==> src/hw/tlm_cfg.svh <==
`ifndef TLM_CFG_SVH
`define TLM_CFG_SVH
// How it works
// - The average current word carries the mean of sixteen successive current samples in its low twelve bits and reads zero above them.
// - The average voltage word carries the mean of sixteen successive voltage samples in its low eight bits and reads zero above them.
// - The live status word shows the undervoltage comparator at bit 1 and the overvoltage comparator at bit 0.
// - The live status word shows bit 3 while a short of the current-sense pin is seen.
// - The sticky status word sets bit 10 on an overvoltage auto-restart and bit 9 on an undervoltage auto-restart.
// - The sticky status word sets bit 2 on an overvoltage latch-off and bit 1 on an undervoltage latch-off.
// - The sticky status word sets bit 5 once a supply turn-off command has been received.

// ----------------------------------------------------------------------------
// Register sub-addresses
// ----------------------------------------------------------------------------
`define TLM_OFS_FAULT_RESP  8'h0C
`define TLM_OFS_MEAS_CUR    8'h0E
`define TLM_OFS_MEAS_VOLT   8'h12
`define TLM_OFS_LIVE        8'h14
`define TLM_OFS_STICKY      8'h16
`define TLM_OFS_INT_MASK    8'h18
`define TLM_OFS_AVG_CUR     8'h1A
`define TLM_OFS_AVG_VOLT    8'h1C
`define TLM_OFS_DAC         8'h1E

// ----------------------------------------------------------------------------
// Field positions and widths
// ----------------------------------------------------------------------------
`define TLM_LIVE_OV_BIT     0
`define TLM_LIVE_UV_BIT     1
`define TLM_LIVE_ISSC_BIT   3
`define TLM_STK_LO_UV_BIT   1
`define TLM_STK_LO_OV_BIT   2
`define TLM_STK_OFF_BIT     5
`define TLM_STK_AR_UV_BIT   9
`define TLM_STK_AR_OV_BIT   10
`define TLM_MEAS_W          12
`define TLM_AVG_CUR_W       12
`define TLM_AVG_VOLT_W      8
`define TLM_VOLT_AVG_LSB    4

// ----------------------------------------------------------------------------
// Averaging
// ----------------------------------------------------------------------------
`define TLM_AVG_LAST        4'hF
`define TLM_AVG_SHIFT       4
`define TLM_WORD_ZERO       16'h0000
`endif

==> src/hw/tlm_pkg.sv <==
package tlm_pkg;
    typedef logic [15:0] tlm_word_t;
    typedef logic [7:0]  tlm_addr_t;
    typedef logic [11:0] tlm_meas_t;

    // State of the register bank, apart from the two averagers.
    typedef struct packed {
        logic [2:0] ov_sync;
        logic [2:0] uv_sync;
        logic [2:0] issc_sync;
        logic       ov_live;
        logic       uv_live;
        logic       issc_live;
        logic       ar_ov;
        logic       ar_uv;
        logic       lo_ov;
        logic       lo_uv;
        logic       turnoff;
        tlm_meas_t  cur_last;
        tlm_meas_t  volt_last;
        tlm_word_t  rd_data;
        logic       rd_valid;
    } tlm_state_s;
endpackage

==> src/hw/tlm_avg16.sv <==
`timescale 1ns/1ps
`include "tlm_cfg.svh"
module tlm_avg16 #(
    parameter int W = 12
) (
    input  wire logic         sys_clk_i,
    input  wire logic         rst_n_i,
    input  wire logic         smp_valid_i,
    input  wire logic [W-1:0] smp_i,
    output logic      [W-1:0] avg_o,
    output logic              avg_valid_o
);
    typedef struct packed {
        logic [W+3:0] acc;
        logic [3:0]   cnt;
        logic [W-1:0] avg;
        logic         done;
    } tlm_avg_s;

    tlm_avg_s st_r;
    tlm_avg_s st_nxt;
    logic [W+3:0] sum_w;

    // ------------------------------------------------------------------------
    // Accumulate sixteen samples, then publish the mean.
    // ------------------------------------------------------------------------
    // Dividing by sixteen is a shift, so no divider is needed; the result truncates.
    always_comb begin
        st_nxt      = st_r;
        st_nxt.done = 1'b0;
        sum_w       = st_r.acc + {4'h0, smp_i};
        if (smp_valid_i) begin
            st_nxt.cnt = st_r.cnt + 4'h1;
            if (st_r.cnt == `TLM_AVG_LAST) begin
                st_nxt.avg  = sum_w[W+3:`TLM_AVG_SHIFT];
                st_nxt.acc  = '0;
                st_nxt.done = 1'b1;
            end else begin
                st_nxt.acc = sum_w;
            end
        end
    end

    // State register.
    always_ff @(posedge sys_clk_i or negedge rst_n_i) begin
        if (!rst_n_i) begin
            st_r <= '0;
        end else begin
            st_r <= st_nxt;
        end
    end

    assign avg_o       = st_r.avg;
    assign avg_valid_o = st_r.done;

    // Mean of the window lands one cycle after its sixteenth sample.
    avg_result_a: assert property (
        @(posedge sys_clk_i) disable iff (!rst_n_i)
        smp_valid_i && st_r.cnt == `TLM_AVG_LAST |=>
            avg_valid_o && avg_o == $past(sum_w[W+3:`TLM_AVG_SHIFT]) && st_r.acc == '0)
        else $error("average not published after sixteenth sample");
endmodule

==> src/hw/tlm_regs.sv <==
`timescale 1ns/1ps
`include "tlm_cfg.svh"
module tlm_regs
    import tlm_pkg::*;
(
    input  wire logic                sys_clk_i,
    input  wire logic                rst_n_i,
    // Comparator pins, asynchronous to sys_clk_i.
    input  wire logic                overvolt_compare_flag_i,
    input  wire logic                undervolt_compare_flag_i,
    input  wire logic                sense_pin_short_flag_i,
    // Fault and command events from the controller, one-cycle pulses.
    input  wire logic                ar_ov_evt_i,
    input  wire logic                ar_uv_evt_i,
    input  wire logic                lo_ov_evt_i,
    input  wire logic                lo_uv_evt_i,
    input  wire logic                turnoff_cmd_evt_i,
    input  wire logic                sticky_clr_i,
    // Measurement samples.
    input  wire logic                cur_smp_valid_i,
    input  wire tlm_pkg::tlm_meas_t  cur_smp_i,
    input  wire logic                volt_smp_valid_i,
    input  wire tlm_pkg::tlm_meas_t  volt_smp_i,
    // Words owned by other blocks, shown as they are.
    input  wire tlm_pkg::tlm_word_t  fault_resp_i,
    input  wire tlm_pkg::tlm_word_t  int_mask_status_i,
    input  wire tlm_pkg::tlm_word_t  dac_setting_i,
    // Read port.
    input  wire logic                rd_en_i,
    input  wire tlm_pkg::tlm_addr_t  rd_addr_i,
    output tlm_pkg::tlm_word_t       rd_data_o,
    output logic                     rd_valid_o
);
    import tlm_pkg::*;

    tlm_state_s                   st_r;
    tlm_state_s                   st_nxt;
    logic [`TLM_AVG_CUR_W-1:0]    avg_cur_w;
    logic [`TLM_AVG_VOLT_W-1:0]   avg_volt_w;
    tlm_word_t                    live_w;
    tlm_word_t                    sticky_w;
    tlm_word_t                    mux_w;

    // ------------------------------------------------------------------------
    // Averagers
    // ------------------------------------------------------------------------
    tlm_avg16 #(.W(`TLM_AVG_CUR_W)) u_avg_cur (
        .sys_clk_i   (sys_clk_i),
        .rst_n_i     (rst_n_i),
        .smp_valid_i (cur_smp_valid_i),
        .smp_i       (cur_smp_i),
        .avg_o       (avg_cur_w),
        .avg_valid_o ()
    );

    // The voltage mean keeps only the top eight bits of each sample.
    tlm_avg16 #(.W(`TLM_AVG_VOLT_W)) u_avg_volt (
        .sys_clk_i   (sys_clk_i),
        .rst_n_i     (rst_n_i),
        .smp_valid_i (volt_smp_valid_i),
        .smp_i       (volt_smp_i[`TLM_MEAS_W-1:`TLM_VOLT_AVG_LSB]),
        .avg_o       (avg_volt_w),
        .avg_valid_o ()
    );

    // ------------------------------------------------------------------------
    // Word assembly
    // ------------------------------------------------------------------------
    // Live and sticky words built from the state bits; unlisted bits read zero.
    always_comb begin
        live_w                        = `TLM_WORD_ZERO;
        live_w[`TLM_LIVE_OV_BIT]      = st_r.ov_live;
        live_w[`TLM_LIVE_UV_BIT]      = st_r.uv_live;
        live_w[`TLM_LIVE_ISSC_BIT]    = st_r.issc_live;
        sticky_w                      = `TLM_WORD_ZERO;
        sticky_w[`TLM_STK_AR_OV_BIT]  = st_r.ar_ov;
        sticky_w[`TLM_STK_AR_UV_BIT]  = st_r.ar_uv;
        sticky_w[`TLM_STK_LO_OV_BIT]  = st_r.lo_ov;
        sticky_w[`TLM_STK_LO_UV_BIT]  = st_r.lo_uv;
        sticky_w[`TLM_STK_OFF_BIT]    = st_r.turnoff;
    end

    // Address decode; an unmapped sub-address reads as zero.
    always_comb begin
        case (rd_addr_i)
            `TLM_OFS_FAULT_RESP: mux_w = fault_resp_i;
            `TLM_OFS_MEAS_CUR:   mux_w = {4'h0, st_r.cur_last};
            `TLM_OFS_MEAS_VOLT:  mux_w = {4'h0, st_r.volt_last};
            `TLM_OFS_LIVE:       mux_w = live_w;
            `TLM_OFS_STICKY:     mux_w = sticky_w;
            `TLM_OFS_INT_MASK:   mux_w = int_mask_status_i;
            `TLM_OFS_AVG_CUR:    mux_w = {4'h0, avg_cur_w};
            `TLM_OFS_AVG_VOLT:   mux_w = {8'h00, avg_volt_w};
            `TLM_OFS_DAC:        mux_w = dac_setting_i;
            default:             mux_w = `TLM_WORD_ZERO;
        endcase
    end

    // ------------------------------------------------------------------------
    // Next state
    // ------------------------------------------------------------------------
    // Comparators pass three flops; a new level is taken only when stages two
    // and three agree, which rejects a single-cycle glitch on the pin.
    always_comb begin
        st_nxt           = st_r;
        st_nxt.ov_sync   = {st_r.ov_sync[1:0], overvolt_compare_flag_i};
        st_nxt.uv_sync   = {st_r.uv_sync[1:0], undervolt_compare_flag_i};
        st_nxt.issc_sync = {st_r.issc_sync[1:0], sense_pin_short_flag_i};
        if (st_r.ov_sync[1] == st_r.ov_sync[2]) begin
            st_nxt.ov_live = st_r.ov_sync[1];
        end
        if (st_r.uv_sync[1] == st_r.uv_sync[2]) begin
            st_nxt.uv_live = st_r.uv_sync[1];
        end
        if (st_r.issc_sync[1] == st_r.issc_sync[2]) begin
            st_nxt.issc_live = st_r.issc_sync[1];
        end
        // Sticky bits: a set in the cycle of a clear still wins.
        st_nxt.ar_ov   = (st_r.ar_ov & ~sticky_clr_i) | ar_ov_evt_i;
        st_nxt.ar_uv   = (st_r.ar_uv & ~sticky_clr_i) | ar_uv_evt_i;
        st_nxt.lo_ov   = (st_r.lo_ov & ~sticky_clr_i) | lo_ov_evt_i;
        st_nxt.lo_uv   = (st_r.lo_uv & ~sticky_clr_i) | lo_uv_evt_i;
        st_nxt.turnoff = (st_r.turnoff & ~sticky_clr_i) | turnoff_cmd_evt_i;
        if (cur_smp_valid_i) begin
            st_nxt.cur_last = cur_smp_i;
        end
        if (volt_smp_valid_i) begin
            st_nxt.volt_last = volt_smp_i;
        end
        // Read data holds its value between reads so a slow host sees it stable.
        st_nxt.rd_valid = rd_en_i;
        if (rd_en_i) begin
            st_nxt.rd_data = mux_w;
        end
    end

    // State register.
    always_ff @(posedge sys_clk_i or negedge rst_n_i) begin
        if (!rst_n_i) begin
            st_r <= '0;
        end else begin
            st_r <= st_nxt;
        end
    end

    assign rd_data_o  = st_r.rd_data;
    assign rd_valid_o = st_r.rd_valid;

    // ------------------------------------------------------------------------
    // Checks
    // ------------------------------------------------------------------------
    ov_live_follow_a: assert property (
        @(posedge sys_clk_i) disable iff (!rst_n_i)
        st_r.ov_sync[2] == st_r.ov_sync[1] |=> st_r.ov_live == $past(st_r.ov_sync[1]))
        else $error("overvoltage live bit missed a settled level");

    uv_live_hold_a: assert property (
        @(posedge sys_clk_i) disable iff (!rst_n_i)
        st_r.uv_sync[2] != st_r.uv_sync[1] |=> $stable(st_r.uv_live))
        else $error("undervoltage live bit moved on an unsettled level");

    short_live_read_a: assert property (
        @(posedge sys_clk_i) disable iff (!rst_n_i)
        rd_en_i && rd_addr_i == `TLM_OFS_LIVE |=>
            rd_valid_o && rd_data_o[`TLM_LIVE_ISSC_BIT] == $past(st_r.issc_live)
            && rd_data_o[`TLM_LIVE_UV_BIT] == $past(st_r.uv_live)
            && rd_data_o[`TLM_LIVE_OV_BIT] == $past(st_r.ov_live))
        else $error("live status word misplaced a comparator bit");

    // An auto-restart event shows in the sticky word from the very next cycle.
    autorestart_set_a: assert property (
        @(posedge sys_clk_i) disable iff (!rst_n_i)
        ar_ov_evt_i || ar_uv_evt_i |=>
            (!$past(ar_ov_evt_i) || sticky_w[`TLM_STK_AR_OV_BIT])
            && (!$past(ar_uv_evt_i) || sticky_w[`TLM_STK_AR_UV_BIT]))
        else $error("auto-restart event not reported in the sticky word");

    latchoff_set_a: assert property (
        @(posedge sys_clk_i) disable iff (!rst_n_i)
        lo_uv_evt_i && sticky_clr_i |=> st_r.lo_uv [*1] ##0 sticky_w[`TLM_STK_LO_UV_BIT])
        else $error("undervoltage latch-off lost against a clear");

    turnoff_seen_a: assert property (
        @(posedge sys_clk_i) disable iff (!rst_n_i)
        turnoff_cmd_evt_i ##1 !sticky_clr_i [*2] |=> sticky_w[`TLM_STK_OFF_BIT])
        else $error("turn-off command not held at bit 5");

    sticky_clear_a: assert property (
        @(posedge sys_clk_i) disable iff (!rst_n_i)
        sticky_clr_i && !ar_uv_evt_i |=> !st_r.ar_uv)
        else $error("sticky bit survived a clear with no new event");

    avg_cur_zero_a: assert property (
        @(posedge sys_clk_i) disable iff (!rst_n_i)
        rd_en_i && rd_addr_i == `TLM_OFS_AVG_CUR |=>
            rd_data_o[15:12] == 4'h0 && rd_data_o[11:0] == $past(avg_cur_w))
        else $error("average current word malformed");

    avg_volt_zero_a: assert property (
        @(posedge sys_clk_i) disable iff (!rst_n_i)
        rd_en_i && rd_addr_i == `TLM_OFS_AVG_VOLT |=>
            rd_data_o[15:8] == 8'h00 && rd_data_o[7:0] == $past(avg_volt_w))
        else $error("average voltage word malformed");

    // The short flag takes a settled pin level one cycle after it settles.
    short_live_follow_a: assert property (
        @(posedge sys_clk_i) disable iff (!rst_n_i)
        st_r.issc_sync[2] == st_r.issc_sync[1] |=> st_r.issc_live == $past(st_r.issc_sync[1]))
        else $error("short live bit missed a settled level");

    // An unsettled short pin must not move the live bit, or a glitch would show.
    short_live_hold_a: assert property (
        @(posedge sys_clk_i) disable iff (!rst_n_i)
        st_r.issc_sync[2] != st_r.issc_sync[1] |=> $stable(st_r.issc_live))
        else $error("short live bit moved on an unsettled level");

    // A latched fault stays set for as long as no clear arrives.
    latchoff_hold_a: assert property (
        @(posedge sys_clk_i) disable iff (!rst_n_i)
        st_r.lo_ov && !sticky_clr_i |=> st_r.lo_ov)
        else $error("overvoltage latch-off bit dropped without a clear");

    // A clear with no fresh command empties the turn-off bit.
    turnoff_clear_a: assert property (
        @(posedge sys_clk_i) disable iff (!rst_n_i)
        sticky_clr_i && !turnoff_cmd_evt_i |=> !st_r.turnoff)
        else $error("turn-off bit survived a clear with no new command");
endmodule
==> config.mk <==
export PLATFORM = sky130hd
export DESIGN_NAME = tlm_regs
export DESIGN_NICKNAME = d
export VERILOG_FILES = /design/src/hw/tlm_pkg.sv /design/src/hw/tlm_avg16.sv /design/src/hw/tlm_regs.sv
export VERILOG_INCLUDE_DIRS = /design/src /design/src/hw
export SDC_FILE = /design/constraint.sdc
export NUM_CORES = 1
export LEC_CHECK = 0
export ABC_CLOCK_PERIOD_IN_PS = 3500
export BUFFER_PORTS_ARGS = -buffer_cell sky130_fd_sc_hd__buf_4
export CAP_MARGIN = 20
export CORE_ASPECT_RATIO = 0.7
export CORE_MARGIN = 1.5
export CORE_UTILIZATION = 56
export DETAILED_ROUTE_END_ITERATION = 10
export PLACE_DENSITY = 0.8
export SYNTH_ARGS = -nofsm -noshare
export SYNTH_HDL_FRONTEND = slang
export SYNTH_SLANG_ARGS = --single-unit
==> constraint.sdc <==
create_clock -name sys_clk_i -period 3.5 [get_ports sys_clk_i]
set_clock_uncertainty 0.15 [all_clocks]
set_input_delay 0.175 -clock sys_clk_i [delete_from_list [all_inputs] [get_ports sys_clk_i]]
set_output_delay 0.175 -clock sys_clk_i [all_outputs]
set_load 0.02 [all_outputs]
; ---- Word-level counts from Yosys, hierarchy flattened
; Index checks and enable logic that the tools add are counted.
[totals]
register_bits = 114
latch_bits = 0
ram_bits = 0
romBits = 0
out_inout_bits = 17
wordCells = 55
n_memories = 0
[classes]
n_addsub = 4
n_mul = 0
div = 0
magnitude_cmp = 0
eq_ne = 14
shifts = 0
mux = 3
bitwise_logic = 11
reduce_logical = 2
[ops]
columns = operator, n
row1 = case mux 16 bit (9 select lines), 1
row2 = equality test 8 x 5 -> 1 bit (second input constant), 7
row3 = adder 16 x 12 -> 16 bit, 1
row4 = equality test 8 x 4 -> 1 bit (second input constant), 2
row5 = 2-to-1 mux 16 bit, 1
row6 = adder 12 x 8 -> 12 bit, 1
row7 = 2-to-1 mux 12 bit, 1
row8 = adder 4 x 1 -> 4 bit (second input constant), 2
row9 = equality test 4 bit (second input constant), 2
row10 = bitwise AND 1 bit, 5
row11 = bitwise OR 1 bit, 5
row12 = AND reduction 2 bit, 2
row13 = equality test 1 bit, 3
row14 = NOT 1 bit, 1

; ---- Logic depth before layout (Yosys ltp)
[depth]
word_depth = 3
ltp_mapped = 9

; ---- Cells and area by module
; A second synthesis with hierarchy kept.
[hier_totals]
hier_cells = 602
hier_area_um2 = 6476.2
[by_module_without_submodules]
columns = module, n_inst, cells_per_inst, area_per_inst_um2, seq_area_each_um2
row1 = tlm_regs, 1, 266, 3070.4, 1451.4
row2 = tlm_avg16 (u_avg_cur), 1, 196, 1974.4, 825.8
row3 = tlm_avg16 (u_avg_volt), 1, 140, 1431.4, 625.6

; ---- Least setup slack after synthesis
; Ideal clock, no wire load.
[synth_timing]
path_kind = register -> register
startpoint = register u_avg_cur.st_r[17] (netlist name)
endpoint = register u_avg_cur.st_r (netlist bit u_avg_cur.avg_o[10])
setup_ns = 0.130
arrival_time_ns = 2.205
slack_ns = 1.016
stages_incl_launch_ff = 10
n_path_buf = 0
period_less_slack_ns = 2.484
cell_sequence = dfrtp_1 > ha_1 > fa_1 > a211oi_1 > o21ai_2 > o2111ai_1 > a311o_1 > nand3b_4 > xor2_1 > o21ai_1
[synth_between]
elab_chain_len = 1
[synth_lines]
columns = item, line
row1 = "start, declared", tlm_avg16.sv:20  ; tlm_avg_s st_r;
row2 = "start signal, assigned", tlm_avg16.sv:49  ; st_r <= st_nxt;
row3 = adder 16 x 12 -> 16 bit, tlm_avg16.sv:31  ; sum_w = st_r.acc + {4'h0, smp_i};
; Every way passes these cells.
; A chain may end at the register's enable or synchronous reset.

; ---- Worst setup path after layout
[layout_timing]
startpoint = input port volt_smp_i[4]
endpoint = register u_avg_volt.st_r[23] (netlist name)
[layout_between]
elab_chain_len = 2
[layout_lines]
columns = item, line
row1 = "start, declared", tlm_regs.sv:23  ; input wire tlm_pkg::tlm_meas_t volt_smp_i,
row2 = adder 12 x 8 -> 12 bit, tlm_avg16.sv:31
row3 = 2-to-1 mux 12 bit, tlm_avg16.sv:34  ; if (st_r.cnt == `TLM_AVG_LAST) begin
row4 = "end signal, assigned", tlm_avg16.sv:49
row5 = "end, declared", tlm_avg16.sv:20
; Every way passes these cells.

==> impl_metrics.py <==
metrics = {
    "clock_network": {
        "clk_latency_ps": 420,
        "post-cts-setup-buffers": 0,
        "cts.clk_slew.worst_paths_ps": 60,
        "cts-root-buf": "clkbuf_16",
        "cts.repair.resized": 0,
        "h-tree-depth": 4,
        "clk_path_buf_depth": 2,
        "cts_buffers": 17,
        "cts_sinks": 114,
        "tritoncts": "yes",
    },
    "floorplan": {
        "die_area_mm2": 0.01139,
        "core_mm2": 0.01040,
        "io_pins": 111,
        "die_x_um": 126.9,
        "die_height_um": 89.74,
        "placementRows": 31,
        "start_util": 0.5790,
    },
    "synthesis": {
        "ys.flop_type": "dfrtp_1",
        "yosys.cell_types.count": 62,
        "syn_nets": 678,
        "synth_top_area_frac": 0.4740,
        "ys_async_sr_fraction": 1.000,
        "synth_top_area_cell": "dfrtp_1",
        "synth_cells": 560,
        "ys_ff_latch": 114,
        "synth-edff-count": 0,
        "yosys-top-cells-area": "dfrtp_1 (47%), mux2_2 (5.6%), ha_1 (4.6%)",
        "synth_warnings": 0,
        "ys_seq_area_frac": 0.4740,
        "syn_area_mm2": 0.006018,
        "synth_area_per_cell_um2": 10.75,
    },
    "routing": {
        "drc": 0,
        "vias": 5278,
        "wirelength_mm": 17.47,
        "drtAntennaViolNets": 0,
        "avgViaCountPerCell": 6.202,
        "detail_route.iter0.violations": 758,
        "wl_per_cell_um": 20.53,
        "drt_pass1_iterations": 6,
    },
    "timing": {
        "max_freq_mhz": 336.1,
        "rsz0062_at_grt": "no",
        "fin_crit_sh": 0.8502,
        "layout_min_cycle_time_ps": 2976,
        "tns_ps": 0,
        "hold_viol": 0,
        "tightest_slew_ps": 741.8,
        "finalMaxSlewViolations": 0,
        "relSlewSlack": 0.4990,
        "setup-violations-final": 0,
    },
    "layout": {
        "stdcell_area_mm2": 0.007970,
        "syn2layout_area_growth_pct": 32.43,
        "nFillCells": 643,
        "layout.nets": 824,
        "final_core_util": 0.7667,
        "drive_above_1_share": 0.2615,
        "antenna_cells": 0,
    },
    "run": {
        "maxCapViolations": 0,
    },
    "place": {
        "gp_congestion": 0.8863,
        "portBuffers": 110,
        "place_hpwl_mm": 11.64,
        "dpl_cell_area_mm2": 0.006822,
    },
    "global_routing": {
        "grt_util_all_layers": 0.3208,
        "first_global_vias": 5178,
        "grt_pass1_wl_mm": 27.87,
        "grt_max_degree": 115,
        "antenna_found_initial": 0,
        "grt_overflow": 0,
    },
    "setup_path": {
        "path_cells": "dlygate4sd3_1 > buf_4 > ha_1 > fa_1 > a21oi_1 > o211ai_1 > o41ai_1 > nand3b_1 > nand2_1 > a31oi_1",
        "rr_worst_depth": 8,
        "crit_family": "compound AO/OA/AOI/OAI gates",
        "crit_fanout": 4,
        "slowest_stage": "o41ai_1",
        "worst_ep_arrival_time_ps": 3130,
        "path_class": "in -> reg",
        "endpoint_kind": "flip-flop",
        "required_ps": 3650,
        "cp.depth": 10,
        "cp-start-kind": "input pin",
        "cp_num_buf_inv": 2,
        "max_stage_delay_ps": 630,
    },
    "pwr": {
        "max-vdd-ir-drop_mv": 0.5012,
        "p_leak_uw": 0.003603,
        "power_density_mw_per_mm2": 680.2,
    },
    "status": {
        "status": "complete, no violations",
    },
    "worst_hold_path": {
        "hold_depth": 4,
        "min_path_type": "in -> reg",
    },
}
==> cells by family (layout without fill, tap and decap cells) <==
logic type | Yosys count | in the layout | synth area share
flip-flops | 114 | 114 | 0.4740
AO/OA/AOI/OAI | 157 | 157 | 0.1807
buffers and inverters | 64 | 223 | 0.05073
AND/OR/NAND/NOR | 119 | 119 | 0.1010
adder cells (fa/ha/maj) | 27 | 27 | 0.05738
multiplexers | 52 | 52 | 0.09688
XOR/XNOR | 27 | 27 | 0.03929
==> layout make-up <==
type | count | area (um2) | share of cell area
Tap cell | 132 | 165.2 | 0.02072
Sequential cell | 114 | 2853 | 0.3579
Clock buffer | 17 | 425.4 | 0.05338
Timing Repair Buffer | 167 | 1404 | 0.1761
Multi-Input combinational cell | 382 | 2860 | 0.3589
Inverter | 24 | 90.09 | 0.01130
Clock inverter | 15 | 172.7 | 0.02166
==> worst reg2reg max path, delay by kind of cell (launching register included) <==
kind | cells | cell delay (ps)
AO/OA/AOI/OAI | 4 | 1270
adder cells (fa/ha/maj) | 2 | 640
flip-flops | 1 | 380
AND/OR/NAND/NOR | 2 | 370
==> synthesized netlist by cell type, types with 8 or more instances <==
library cell  instances
dfrtp_1             114
nand2_1              44
mux2_2               30
o21ai_0              29
inv_1                24
a21oi_1              23
ha_1                 22
nor2_1               22
mux2i_1              20
o22ai_1              19
buf_4                16
xor2_1               15
clkbuf_1             14
o2bb2ai_1            12
xnor2_1              12
nand3_1              11
a22o_1               10
a21o_1                9
a221oi_1              8
a31oi_1               8
==> final timing paths <==
check | start | endpoint | slack [ps]
max | volt_smp_i[4] | u_avg_volt.st_r[23]$_DFFE_PN0P_ | 520
min | fault_resp_i[0] | rd_data_o[0]$_DFFE_PN0P_ | 30
max reg2reg | u_avg_volt.st_r[13]$_DFFE_PN0P_ | u_avg_volt.st_r[23]$_DFFE_PN0P_ | 590
min reg2reg | st_nxt[56]$_DFF_PN0_ | st_nxt[57]$_DFF_PN0_ | 210
max in group asynchronous | rst_n_i | u_avg_cur.st_r[19]$_DFFE_PN0P_ | 2490
min in group asynchronous | rst_n_i | u_avg_volt.st_r[15]$_DFFE_PN0P_ | 190
==> cells in the final DEF (no fill, tap or decap), types with 15 or more instances in the layout <==
master / synthesis / routed
nand2_1: 44 / 44
nor2_1: 22 / 22
o22ai_1: 19 / 19
buf_4: 16 / 111
mux2i_1: 20 / 20
inv_1: 24 / 24
dlygate4sd3_1: 0 / 55
o21ai_0: 29 / 29
dfrtp_1: 114 / 114
a21oi_1: 23 / 23
clkbuf_16: 0 / 17
ha_1: 22 / 22
xor2_1: 15 / 15
mux2_2: 30 / 30
==> flip-flops by register name (all words and copies together) (netlist names) <==
signal / cells
u_avg_volt.avg_o: 8
rd_data_o: 16
rd_valid_o: 1
live_w: 3
st_nxt: 6
u_avg_cur.st_r: 20
u_avg_volt.st_r: 16
u_avg_cur.avg_o: 12
st_r: 32
==> power breakdown <==
group / internal [uW] / total (uW) / leakage, uW / switching, uW
Sequential: 1650 / 1910 / 0.00141 / 262
Combinational: 777 / 1760 / 0.00190 / 987
Clock: 1070 / 1750 / 0.000289 / 677
Total: 3500 / 5420 / 0.00360 / 1930
==> metal layers <==
metal	part of all wire	vias up	wire length (um)	track usage
met1	0.42	2525	7254	0.4375
met5	0	-	0	0
met3	0.097	38	1694	0.08929
met2	0.46	353	8088	0.4982
li1	-	2362	-	-
met4	0.025	0	429	0.1061
==> metrics by stage <==
step / power, uW / setup slack, ps / hold WS [ps] / instances
2_1_floorplan: 3027 / 1016 / -270.6 / 560
3_3_place_gp: 3437 / 878.5 / 136.2 / 764
3_5_place_dp: 3549 / 740.8 / 137.6 / 764
4_1_cts: 5349 / 657.9 / 17.42 / 851
5_1_grt: 5694 / 407.0 / 41.73 / 851
6_report: 5421 / 524.3 / 30.81 / 851
==> repair_timing <==
item | CTS | global route
endpoints found under the hold margin | 165 | 0
hold buffers | 55 | 0
setup endpoints to repair | 0 | 0
Note: power is estimated with default switching activity, not from simulation.
